$ cat src/acc_map.svh
/*
 * register map of the channel control bank: indices, field positions,
 * reset values and fixed pattern constants.
 * assumes inclusion by acc_pkg.sv and the modules; definitions only.
 */
// What this block does
// - channel A dither active at 00, off at 11 with secondary bits set.
// - channel B dither active at 00, off at 11 with secondary bits set.
// - channel A digital gain applied only while its gain bit is 1.
// - channel B digital gain applied only while its gain bit is 1.
// - test pattern enable puts selected patterns on outputs, else data.
// - soft reset bit restores all registers to defaults, self clears.
// - fast overrange select picks fast or normal overrange on pins.
// - alignment bit runs both pattern generators in step.
// - format bit: 0 two's complement, 1 offset binary.
// - pattern select codes choose normal, zeros, ones, ramp and others.
`ifndef ACC_MAP_SVH
`define ACC_MAP_SVH

// ----------------------------------------------------------------
// register indices (byte address is four times the index)
// ----------------------------------------------------------------
`define ACC_IDX_DITHER 11'h001
`define ACC_IDX_GAIN_A 11'h003
`define ACC_IDX_GAIN_B 11'h004
`define ACC_IDX_PAT_RST 11'h006
`define ACC_IDX_MODE_A 11'h007
`define ACC_IDX_MODE_B 11'h008
`define ACC_IDX_FORMAT 11'h009
`define ACC_IDX_PSEL_A 11'h00a
`define ACC_IDX_PSEL_B 11'h00b
`define ACC_IDX_DAUX_A 11'h434
`define ACC_IDX_DAUX_B 11'h534

// ----------------------------------------------------------------
// field positions
// ----------------------------------------------------------------
`define ACC_F_DITH_A 5:4
`define ACC_F_DITH_B 3:2
`define ACC_F_GAIN 1
`define ACC_F_TP_EN 1
`define ACC_F_SRST 0
`define ACC_F_HARM 4:2
`define ACC_F_FAST_OVR 1
`define ACC_F_ALIGN 1
`define ACC_F_FMT 0
`define ACC_F_PSEL_A 3:0
`define ACC_F_PSEL_B 7:4
`define ACC_F_DAUX_HI 5
`define ACC_F_DAUX_LO 3

// ----------------------------------------------------------------
// reset values and constants
// ----------------------------------------------------------------
`define ACC_RST_BYTE 8'h00
`define ACC_DITH_OFF 2'h3
`define ACC_SIGN_BIT 14'h2000
`define ACC_POS_MAX 14'h1fff
`define ACC_DESKEW 14'h3aaa
`define ACC_TOGGLE 14'h2aaa
`define ACC_LFSR_SEED 14'h0001

`endif

$ cat src/acc_pkg.sv
/*
 * types shared by the channel control bank.
 * assumes acc_map.svh on the include path.
 */
`include "acc_map.svh"
package acc_pkg;
	typedef logic [13:0] acc_sample_t;
	typedef logic [7:0] acc_byte_t;
	typedef enum logic [3:0] {
		ACC_PAT_NORMAL = 4'h0,
		ACC_PAT_ZEROS = 4'h1,
		ACC_PAT_ONES = 4'h2,
		ACC_PAT_TOGGLE = 4'h3,
		ACC_PAT_RAMP = 4'h4,
		ACC_PAT_CUSTOM = 4'h5,
		ACC_PAT_DESKEW = 4'h6,
		ACC_PAT_PRBS = 4'h8,
		ACC_PAT_SINE = 4'h9
	} acc_pattern_t;
endpackage : acc_pkg

$ cat src/acc_pattern_gen.sv
/*
 * one channel's test pattern generator.
 * assumes the same clock as the bank; restart realigns the sequences.
 */
`timescale 1ns/100ps
`default_nettype none
`include "acc_map.svh"
module acc_pattern_gen (
	input wire logic clk,
	input wire logic rst_b,
	input wire logic restart,
	input wire logic [3:0] select,
	input wire acc_pkg::acc_sample_t custom,
	output acc_pkg::acc_sample_t pattern
);
	import acc_pkg::*;

	acc_sample_t ramp;
	acc_sample_t lfsr;
	logic [2:0] phase;
	logic tog;

	function automatic acc_sample_t sine_point(input logic [2:0] p);
		unique case (p)
			3'h0: sine_point = 14'h0000;
			3'h1: sine_point = 14'h095f;
			3'h2: sine_point = 14'h2000;
			3'h3: sine_point = 14'h36a0;
			3'h4: sine_point = 14'h3fff;
			3'h5: sine_point = 14'h36a0;
			3'h6: sine_point = 14'h2000;
			3'h7: sine_point = 14'h095f;
		endcase
	endfunction : sine_point

	// ----------------------------------------------------------------
	// sequence state
	// ----------------------------------------------------------------
	always_ff @(posedge clk) begin
		if (!rst_b || restart) begin
			ramp <= 14'h0000;
			phase <= 3'h0;
			tog <= 1'b0;
			lfsr <= `ACC_LFSR_SEED;
		end else begin
			ramp <= ramp + 14'h0001;
			phase <= phase + 3'h1;
			tog <= ~tog;
			lfsr <= {lfsr[12:0], lfsr[13] ^ lfsr[12] ^ lfsr[11] ^ lfsr[1]};
		end
	end

	// ----------------------------------------------------------------
	// pattern choice
	// ----------------------------------------------------------------
	always_ff @(posedge clk) begin
		if (!rst_b) begin
			pattern <= 14'h0000;
		end else begin
			case (select)
				ACC_PAT_ONES: pattern <= 14'h3fff;
				ACC_PAT_TOGGLE: pattern <= tog ? ~`ACC_TOGGLE : `ACC_TOGGLE;
				ACC_PAT_RAMP: pattern <= ramp;
				ACC_PAT_CUSTOM: pattern <= custom;
				ACC_PAT_DESKEW: pattern <= `ACC_DESKEW;
				ACC_PAT_PRBS: pattern <= lfsr;
				ACC_PAT_SINE: pattern <= sine_point(phase);
				// zeros, and unused codes show zeros
				default: pattern <= 14'h0000;
			endcase
		end
	end
endmodule : acc_pattern_gen
`default_nettype wire

$ cat src/acc_regs.sv
/*
 * channel control register bank with APB slave and the channel
 * digital output path it steers.
 * assumes samples and overrange flags arrive on CLK_SYS, offset binary.
 */
// Added by the designer: register access over APB.
`timescale 1ns/100ps
`default_nettype none
`include "acc_map.svh"
module acc_regs #(
	parameter logic [13:0] CUSTOM_PATTERN = 14'h0000
) (
	input wire logic CLK_SYS,
	input wire logic RST_B,
	input wire logic PSEL,
	input wire logic PENABLE,
	input wire logic PWRITE,
	input wire logic [15:0] PADDR,
	input wire logic [31:0] PWDATA,
	output logic [31:0] PRDATA,
	output logic PREADY,
	output logic PSLVERR,
	input wire acc_pkg::acc_sample_t CHA_SAMPLE,
	input wire acc_pkg::acc_sample_t CHB_SAMPLE,
	input wire logic [1:0] OVR_NORMAL,
	input wire logic [1:0] OVR_FAST,
	output acc_pkg::acc_sample_t CHA_DATA_OUT,
	output acc_pkg::acc_sample_t CHB_DATA_OUT,
	output logic [1:0] OVERRANGE_PINS,
	output logic CHA_DITHER_OFF,
	output logic CHB_DITHER_OFF,
	output logic [2:0] CHA_HARMONIC_MODE,
	output logic [2:0] CHB_HARMONIC_MODE
);
	import acc_pkg::*;

	// ----------------------------------------------------------------
	// control fields
	// ----------------------------------------------------------------
	logic [1:0] chan_a_dither_off;
	logic [1:0] chan_b_dither_off;
	logic [1:0] aux_a;
	logic [1:0] aux_b;
	logic chan_a_gain_on;
	logic chan_b_gain_on;
	logic test_pattern_on;
	logic soft_reset;
	logic [2:0] chan_a_harmonic_mode;
	logic [2:0] chan_b_harmonic_mode;
	logic fast_overrange_select;
	logic pattern_align;
	logic offset_binary;
	logic [3:0] chan_a_pattern_select;
	logic [3:0] chan_b_pattern_select;

	logic [10:0] idx;
	logic addr_ok;
	logic hit;
	logic wr;
	logic clr;
	acc_byte_t next_rdata;

	assign idx = PADDR[12:2];
	assign wr = PSEL && PENABLE && PREADY && PWRITE;
	// soft reset acts on the fields one cycle after the write
	assign clr = !RST_B || soft_reset;

	always_comb begin
		hit = 1'b1;
		next_rdata = `ACC_RST_BYTE;
		unique case (idx)
			`ACC_IDX_DITHER: begin
				next_rdata[`ACC_F_DITH_A] = chan_a_dither_off;
				next_rdata[`ACC_F_DITH_B] = chan_b_dither_off;
			end
			`ACC_IDX_GAIN_A: next_rdata[`ACC_F_GAIN] = chan_a_gain_on;
			`ACC_IDX_GAIN_B: next_rdata[`ACC_F_GAIN] = chan_b_gain_on;
			`ACC_IDX_PAT_RST: begin
				// reset bit is never seen set: it clears itself
				next_rdata[`ACC_F_TP_EN] = test_pattern_on;
			end
			`ACC_IDX_MODE_A: begin
				next_rdata[`ACC_F_HARM] = chan_a_harmonic_mode;
				next_rdata[`ACC_F_FAST_OVR] = fast_overrange_select;
			end
			`ACC_IDX_MODE_B: next_rdata[`ACC_F_HARM] = chan_b_harmonic_mode;
			`ACC_IDX_FORMAT: begin
				next_rdata[`ACC_F_ALIGN] = pattern_align;
				next_rdata[`ACC_F_FMT] = offset_binary;
			end
			`ACC_IDX_PSEL_A: next_rdata[`ACC_F_PSEL_A] = chan_a_pattern_select;
			`ACC_IDX_PSEL_B: next_rdata[`ACC_F_PSEL_B] = chan_b_pattern_select;
			`ACC_IDX_DAUX_A: begin
				next_rdata[`ACC_F_DAUX_HI] = aux_a[1];
				next_rdata[`ACC_F_DAUX_LO] = aux_a[0];
			end
			`ACC_IDX_DAUX_B: begin
				next_rdata[`ACC_F_DAUX_HI] = aux_b[1];
				next_rdata[`ACC_F_DAUX_LO] = aux_b[0];
			end
			default: hit = 1'b0;
		endcase
		addr_ok = hit && (PADDR[15:13] == 3'h0) && (PADDR[1:0] == 2'h0);
	end

	// ----------------------------------------------------------------
	// apb slave: one wait state, answer registered
	// ----------------------------------------------------------------
	always_ff @(posedge CLK_SYS) begin
		if (!RST_B) begin
			PREADY <= 1'b0;
			PRDATA <= 32'h0000_0000;
			PSLVERR <= 1'b0;
		end else begin
			PREADY <= PSEL && PENABLE && !PREADY;
			if (PSEL && PENABLE && !PREADY) begin
				PRDATA <= (addr_ok && !PWRITE) ? {24'h00_0000, next_rdata} :
					32'h0000_0000;
				PSLVERR <= !addr_ok;
			end else begin
				PSLVERR <= 1'b0;
			end
		end
	end

	always_ff @(posedge CLK_SYS) begin
		if (!RST_B) begin
			soft_reset <= 1'b0;
		end else begin
			soft_reset <= wr && addr_ok && idx == `ACC_IDX_PAT_RST &&
				PWDATA[`ACC_F_SRST];
		end
	end

	// ----------------------------------------------------------------
	// register fields; reserved bits are not stored
	// ----------------------------------------------------------------
	always_ff @(posedge CLK_SYS) begin
		if (clr) begin
			chan_a_dither_off <= 2'h0;
			chan_b_dither_off <= 2'h0;
			aux_a <= 2'h0;
			aux_b <= 2'h0;
		end else if (wr && addr_ok) begin
			if (idx == `ACC_IDX_DITHER) begin
				chan_a_dither_off <= PWDATA[`ACC_F_DITH_A];
				chan_b_dither_off <= PWDATA[`ACC_F_DITH_B];
			end
			if (idx == `ACC_IDX_DAUX_A) begin
				aux_a <= {PWDATA[`ACC_F_DAUX_HI], PWDATA[`ACC_F_DAUX_LO]};
			end
			if (idx == `ACC_IDX_DAUX_B) begin
				aux_b <= {PWDATA[`ACC_F_DAUX_HI], PWDATA[`ACC_F_DAUX_LO]};
			end
		end
	end

	always_ff @(posedge CLK_SYS) begin
		if (clr) begin
			chan_a_gain_on <= 1'b0;
			chan_b_gain_on <= 1'b0;
			test_pattern_on <= 1'b0;
		end else if (wr && addr_ok) begin
			if (idx == `ACC_IDX_GAIN_A) begin
				chan_a_gain_on <= PWDATA[`ACC_F_GAIN];
			end
			if (idx == `ACC_IDX_GAIN_B) begin
				chan_b_gain_on <= PWDATA[`ACC_F_GAIN];
			end
			if (idx == `ACC_IDX_PAT_RST) begin
				test_pattern_on <= PWDATA[`ACC_F_TP_EN];
			end
		end
	end

	always_ff @(posedge CLK_SYS) begin
		if (clr) begin
			chan_a_harmonic_mode <= 3'h0;
			chan_b_harmonic_mode <= 3'h0;
			fast_overrange_select <= 1'b0;
			pattern_align <= 1'b0;
			offset_binary <= 1'b0;
		end else if (wr && addr_ok) begin
			if (idx == `ACC_IDX_MODE_A) begin
				chan_a_harmonic_mode <= PWDATA[`ACC_F_HARM];
				fast_overrange_select <= PWDATA[`ACC_F_FAST_OVR];
			end
			if (idx == `ACC_IDX_MODE_B) begin
				chan_b_harmonic_mode <= PWDATA[`ACC_F_HARM];
			end
			if (idx == `ACC_IDX_FORMAT) begin
				pattern_align <= PWDATA[`ACC_F_ALIGN];
				offset_binary <= PWDATA[`ACC_F_FMT];
			end
		end
	end

	always_ff @(posedge CLK_SYS) begin
		if (clr) begin
			chan_a_pattern_select <= 4'h0;
			chan_b_pattern_select <= 4'h0;
		end else if (wr && addr_ok) begin
			if (idx == `ACC_IDX_PSEL_A) begin
				chan_a_pattern_select <= PWDATA[`ACC_F_PSEL_A];
			end
			if (idx == `ACC_IDX_PSEL_B) begin
				chan_b_pattern_select <= PWDATA[`ACC_F_PSEL_B];
			end
		end
	end

	// ----------------------------------------------------------------
	// static control outputs
	// ----------------------------------------------------------------
	always_ff @(posedge CLK_SYS) begin
		if (!RST_B) begin
			CHA_DITHER_OFF <= 1'b0;
			CHB_DITHER_OFF <= 1'b0;
			CHA_HARMONIC_MODE <= 3'h0;
			CHB_HARMONIC_MODE <= 3'h0;
			OVERRANGE_PINS <= 2'h0;
		end else begin
			// mixed codes keep dither on: only the full pair disables it
			CHA_DITHER_OFF <= chan_a_dither_off == `ACC_DITH_OFF &&
				aux_a == `ACC_DITH_OFF;
			CHB_DITHER_OFF <= chan_b_dither_off == `ACC_DITH_OFF &&
				aux_b == `ACC_DITH_OFF;
			// value passes as written; choosing it is software's job
			CHA_HARMONIC_MODE <= chan_a_harmonic_mode;
			CHB_HARMONIC_MODE <= chan_b_harmonic_mode;
			OVERRANGE_PINS <= fast_overrange_select ? OVR_FAST :
				OVR_NORMAL;
		end
	end

	// ----------------------------------------------------------------
	// per channel output path
	// ----------------------------------------------------------------
	acc_sample_t raw [2];
	acc_sample_t dout [2];
	logic [3:0] sel [2];
	logic [3:0] prev_sel [2];
	logic gain_on [2];
	logic prev_align;
	logic any_change;

	assign raw[0] = CHA_SAMPLE;
	assign raw[1] = CHB_SAMPLE;
	assign sel[0] = chan_a_pattern_select;
	assign sel[1] = chan_b_pattern_select;
	assign gain_on[0] = chan_a_gain_on;
	assign gain_on[1] = chan_b_gain_on;
	assign any_change = (sel[0] != prev_sel[0]) || (sel[1] != prev_sel[1]);

	always_ff @(posedge CLK_SYS) begin
		if (!RST_B) begin
			prev_align <= 1'b0;
		end else begin
			prev_align <= pattern_align;
		end
	end

	genvar ch;
	generate
		for (ch = 0; ch < 2; ch = ch + 1) begin : g_chan
			acc_sample_t pat;
			acc_sample_t sgn;
			acc_sample_t gained;
			acc_sample_t conv;
			logic restart;

			// aligned: both restart together, free: each on its own change
			assign restart = (sel[ch] != prev_sel[ch]) ||
				(pattern_align && (any_change || !prev_align));

			always_ff @(posedge CLK_SYS) begin
				if (!RST_B) begin
					prev_sel[ch] <= 4'h0;
				end else begin
					prev_sel[ch] <= sel[ch];
				end
			end

			acc_pattern_gen u_gen (
				.clk(CLK_SYS),
				.rst_b(RST_B),
				.restart(restart),
				.select(sel[ch]),
				.custom(CUSTOM_PATTERN),
				.pattern(pat)
			);

			// gain is a fixed x2 with saturation, switched on per channel
			// by its gain bit
			always_comb begin
				sgn = raw[ch] ^ `ACC_SIGN_BIT;
				if (!gain_on[ch]) begin
					gained = sgn;
				end else if (sgn[13] != sgn[12]) begin
					gained = sgn[13] ? `ACC_SIGN_BIT : `ACC_POS_MAX;
				end else begin
					gained = {sgn[12:0], 1'b0};
				end
				conv = offset_binary ? (gained ^ `ACC_SIGN_BIT) : gained;
			end

			always_ff @(posedge CLK_SYS) begin
				if (!RST_B) begin
					dout[ch] <= 14'h0000;
				end else if (test_pattern_on &&
					sel[ch] != ACC_PAT_NORMAL) begin
					dout[ch] <= pat;
				end else begin
					dout[ch] <= conv;
				end
			end
		end
	endgenerate

	assign CHA_DATA_OUT = dout[0];
	assign CHB_DATA_OUT = dout[1];
endmodule : acc_regs
`default_nettype wire

$ cat config.mk
export PLATFORM = sky130hd
export DESIGN_NAME = acc_regs
export DESIGN_NICKNAME = d
export VERILOG_FILES = /design/src/acc_pkg.sv /design/src/acc_pattern_gen.sv /design/src/acc_regs.sv
export VERILOG_INCLUDE_DIRS = /design/src
export SDC_FILE = /design/constraint.sdc
export NUM_CORES = 1
export LEC_CHECK = 0
export BUFFER_PORTS_ARGS = -buffer_cell sky130_fd_sc_hd__buf_4
export CAP_MARGIN = 15
export CORE_MARGIN = 3
export CORE_UTILIZATION = 28
export DETAILED_ROUTE_END_ITERATION = 16
export SLEW_MARGIN = 30
export SYNTH_ARGS = -nofsm -noshare
export SYNTH_HDL_FRONTEND = slang
export SYNTH_HIERARCHICAL = 1
export SYNTH_SLANG_ARGS = --single-unit
export TNS_END_PERCENT = 1
$ cat constraint.sdc
create_clock -name CLK_SYS -period 3.5 [get_ports CLK_SYS]
set_clock_uncertainty 0.15 [all_clocks]
set_input_delay 0.875 -clock CLK_SYS [delete_from_list [all_inputs] [get_ports CLK_SYS]]
set_output_delay 0.875 -clock CLK_SYS [all_outputs]
set_load 0.02 [all_outputs]
==> metrics.yaml <==
floorplan:
  rows: 64
  io_pins: 157
  die_h_um: 184
  die_w_um: 184
  start_util_pct: 28.6
  design.die.area_mm2: 0.0337
  coreArea_mm2: 0.0308
cts:
  cts_resized: 0
  cts_buffers: 17
  hold_buffers: 0
  cts_setup_buffers: 0
  clkTransAtPathRegs_ns: 0.07
  clock-sinks: 184
  cts_tree: "built"
  cts-root-buf: "clkbuf_16"
  cts_buffer_depth: 2
  clock_latency_ns: 0.43
  htreeDepth: 4
critical_path:
  cp_slowest_cell: "dfxtp_1"
  crit_chain: "xor2_1, nor4_1, nand2_1, nand2_1, nand2_1, nand2b_1, buf_4, or4_1, o21ai_0"
  max_stage_delay_ns: 0.68
  cp-start-kind: "flop"
  r2r-start: "chan_b_pattern_select[3]"
  cp_common_cell: "nand2_1"
  rr_worst_depth: 9
  cp-end-kind: "flop"
  cp.arrival_ns: 2.89
  worstPathMaxFanout: 16
  r2r_setup_slack_ns: 0.81
  r2r_end: "g_chan[0].u_gen/ramp[9]"
  criticalPathCategory: "reg2reg"
  critical_path_required_ns: 3.71
synthesis:
  ys_warn_count: 6
  synth-async-reset-ratio_pct: 0
  ys_types: 63
  synth_edf_count: 28
  syn-cell-area_mm2: 0.00882
  synthCells: 931
  seq_area_frac_synth_pct: 44.9
  ys.flop_type: "dfxtp_1"
  ys_ff_latch: 184
  synth.avg_cell_area_um2: 9.48
placed_design:
  place_inst: 1456
  io_buffers: 108
  gp_congestion: 0.822
  hpwl_um: 14800
finish:
  drive_gt1_share_pct: 20.2
  finalNetCount: 1180
  final_cell_mix: "155 x dfxtp_1, 128 x buf_4, 99 x nor2_1, 82 x a21oi_1, 80 x conb_1"
  stdcell_count: 1488
  final_core_util_pct: 34.8
  final_common_cell: "dfxtp_1"
  area_growth_pct: 21.5
  antennaDiodeCount: 0
sta:
  timing.final.max_slew_violations: 0
  slew_headroom_pct: 53.5
  worst_pin_slew_ns: 0.698
  finalCritPeriodShare_pct: 76.7
  fmax_mhz: 372
  rsz0062_at_grt: "no"
  final_hold_viol_count: 0
  period_needed_ns: 2.69
  setup_viol: 0
  tns_ns: 0
hold_path:
  min_path_type: "reg2reg"
  worstHoldStart: "g_chan[1].u_gen/tog"
  holdPathStages: 1
  hold_end: "g_chan[1].u_gen/tog"
drt:
  via_count: 6860
  firstDrtPassIters: 5
  wire_per_inst_um: 13.5
  ant_nets: 0
  routed_wl_um: 20100
  drt_first_iter_violations: 440
  viasPerCell: 4.61
  drcViolationCount: 0
global_route:
  grt_max_degree: 34
  grt_pass1_vias: 6601
  grt_overflow_total: 0
  gr-usage-all-layers_pct: 11.9
  antenna_found_initial: 0
  grt_pass1_wl_um: 32900
power:
  vdd_drop_max_mv: 0.241
  power_density_mw_per_mm2: 421
  power_leakage_uw: 0.00438
flow_run:
  maxCapViolCount: 0
status:
  status: "finished clean"
[worst max-delay path, delay by kind of cell, from the launching register on]
family	cells	cell delay, ns
simple gates	6	1.34
flops	1	0.68
buf+inv	1	0.21
xor+xnor	1	0.13
compound gates	1	0.09
[routing by layer]
layer	vias to the layer above	global-route usage, %	share of wire, %
li1	3473	-	-
met1	3221	15.3	46
met2	141	20.1	49
met3	25	2.28	3.9
met4	0	4.08	1.8
met5	-	0	0
[cells by family after synthesis]
logic type | count (synthesis) | synth area share (%)
adders and majority gates | 16 | 2.27
buffers and inverters | 90 | 5.63
xor gates and xnor gates | 36 | 3.57
and+or+nand+nor | 344 | 21.1
muxes | 59 | 7.05
DFF | 184 | 44.9
AOI/OAI and AO/OA | 200 | 15.4
other | 2 | 0.0851
[flip-flops by register name, summed over array words and instances, names as in the netlist, 3 cells and up, named ones only]
signal,cells
prev_sel,8
chan_b_pattern_select,4
g_chan.u_gen/lfsr,28
PRDATA,8
chan_a_harmonic_mode,3
g_chan.u_gen/pattern,28
CHA_HARMONIC_MODE,3
CHB_HARMONIC_MODE,3
chan_a_pattern_select,4
chan_b_harmonic_mode,3
g_chan.u_gen/phase,6
g_chan.u_gen/ramp,28
dout,28
[power by group]
group          internal [µW]  total (µW)  switching, µW
sequential              2200        2230           27.7
clock                   1060        1900            835
combinational            158         381            224
[cell type report]
class | instances | area [µm²]
clock inverters | 10 | 76.3
clock buffers | 22 | 518
inverters | 13 | 48.8
fillers | 3124 | 20100
multi-input cells | 735 | 4660
repair buffers | 128 | 961
flip-flops and latches | 184 | 3970
well taps | 396 | 495
[cells in the mapped netlist (all sizes together) (16+ instances only)]
library cell	count	area share (%)
mux2	25	3.2
a211oi	27	2.4
o21ai	20	1.5
and2	53	3.8
xor2	22	2.2
clkbuf	33	1.4
mux2i	34	3.9
nor2b	40	3.0
nand3	20	1.4
dfxtp	156	35
buf	44	3.7
a21oi	84	4.8
ha	16	2.3
a22oi	29	2.6
nor2	99	4.2
nand2	59	2.5
edfxtp	28	9.5
[metrics by stage]
step	hold slack [ns]	total power (µW)	setup WS (ns)	area, µm²
2_1_floorplan	0.268	2520	0.800	9120
3_3_place_gp	0.282	2650	0.476	10100
3_5_place_dp	0.290	2660	0.421	10100
4_1_cts	0.304	4580	0.774	10700
5_1_grt	0.327	4700	0.434	10700
6_report	0.303	4510	0.815	10700
[how the worst max path moves through the flow]
| stage | from | endpoint | slack (ns) |
|---|---|---|---|
| 4_1_cts | chan_a_pattern_select[3] | flop | 0.77 |
| 5_1_grt | chan_b_pattern_select[3] | g_chan[0].u_gen/ramp[9] | 0.43 |
| 6_report | chan_b_pattern_select[3] | g_chan[0].u_gen/ramp[9] | 0.81 |
| 2_1_floorplan | PADDR[7] | chan_a_pattern_select[3] | 0.80 |
| 3_3_place_gp | PADDR[13] | PRDATA[7] | 0.48 |
| 3_5_place_dp | PADDR[7] | PRDATA[7] | 0.42 |
No activity file was read; power rests on OpenSTA's default activity.
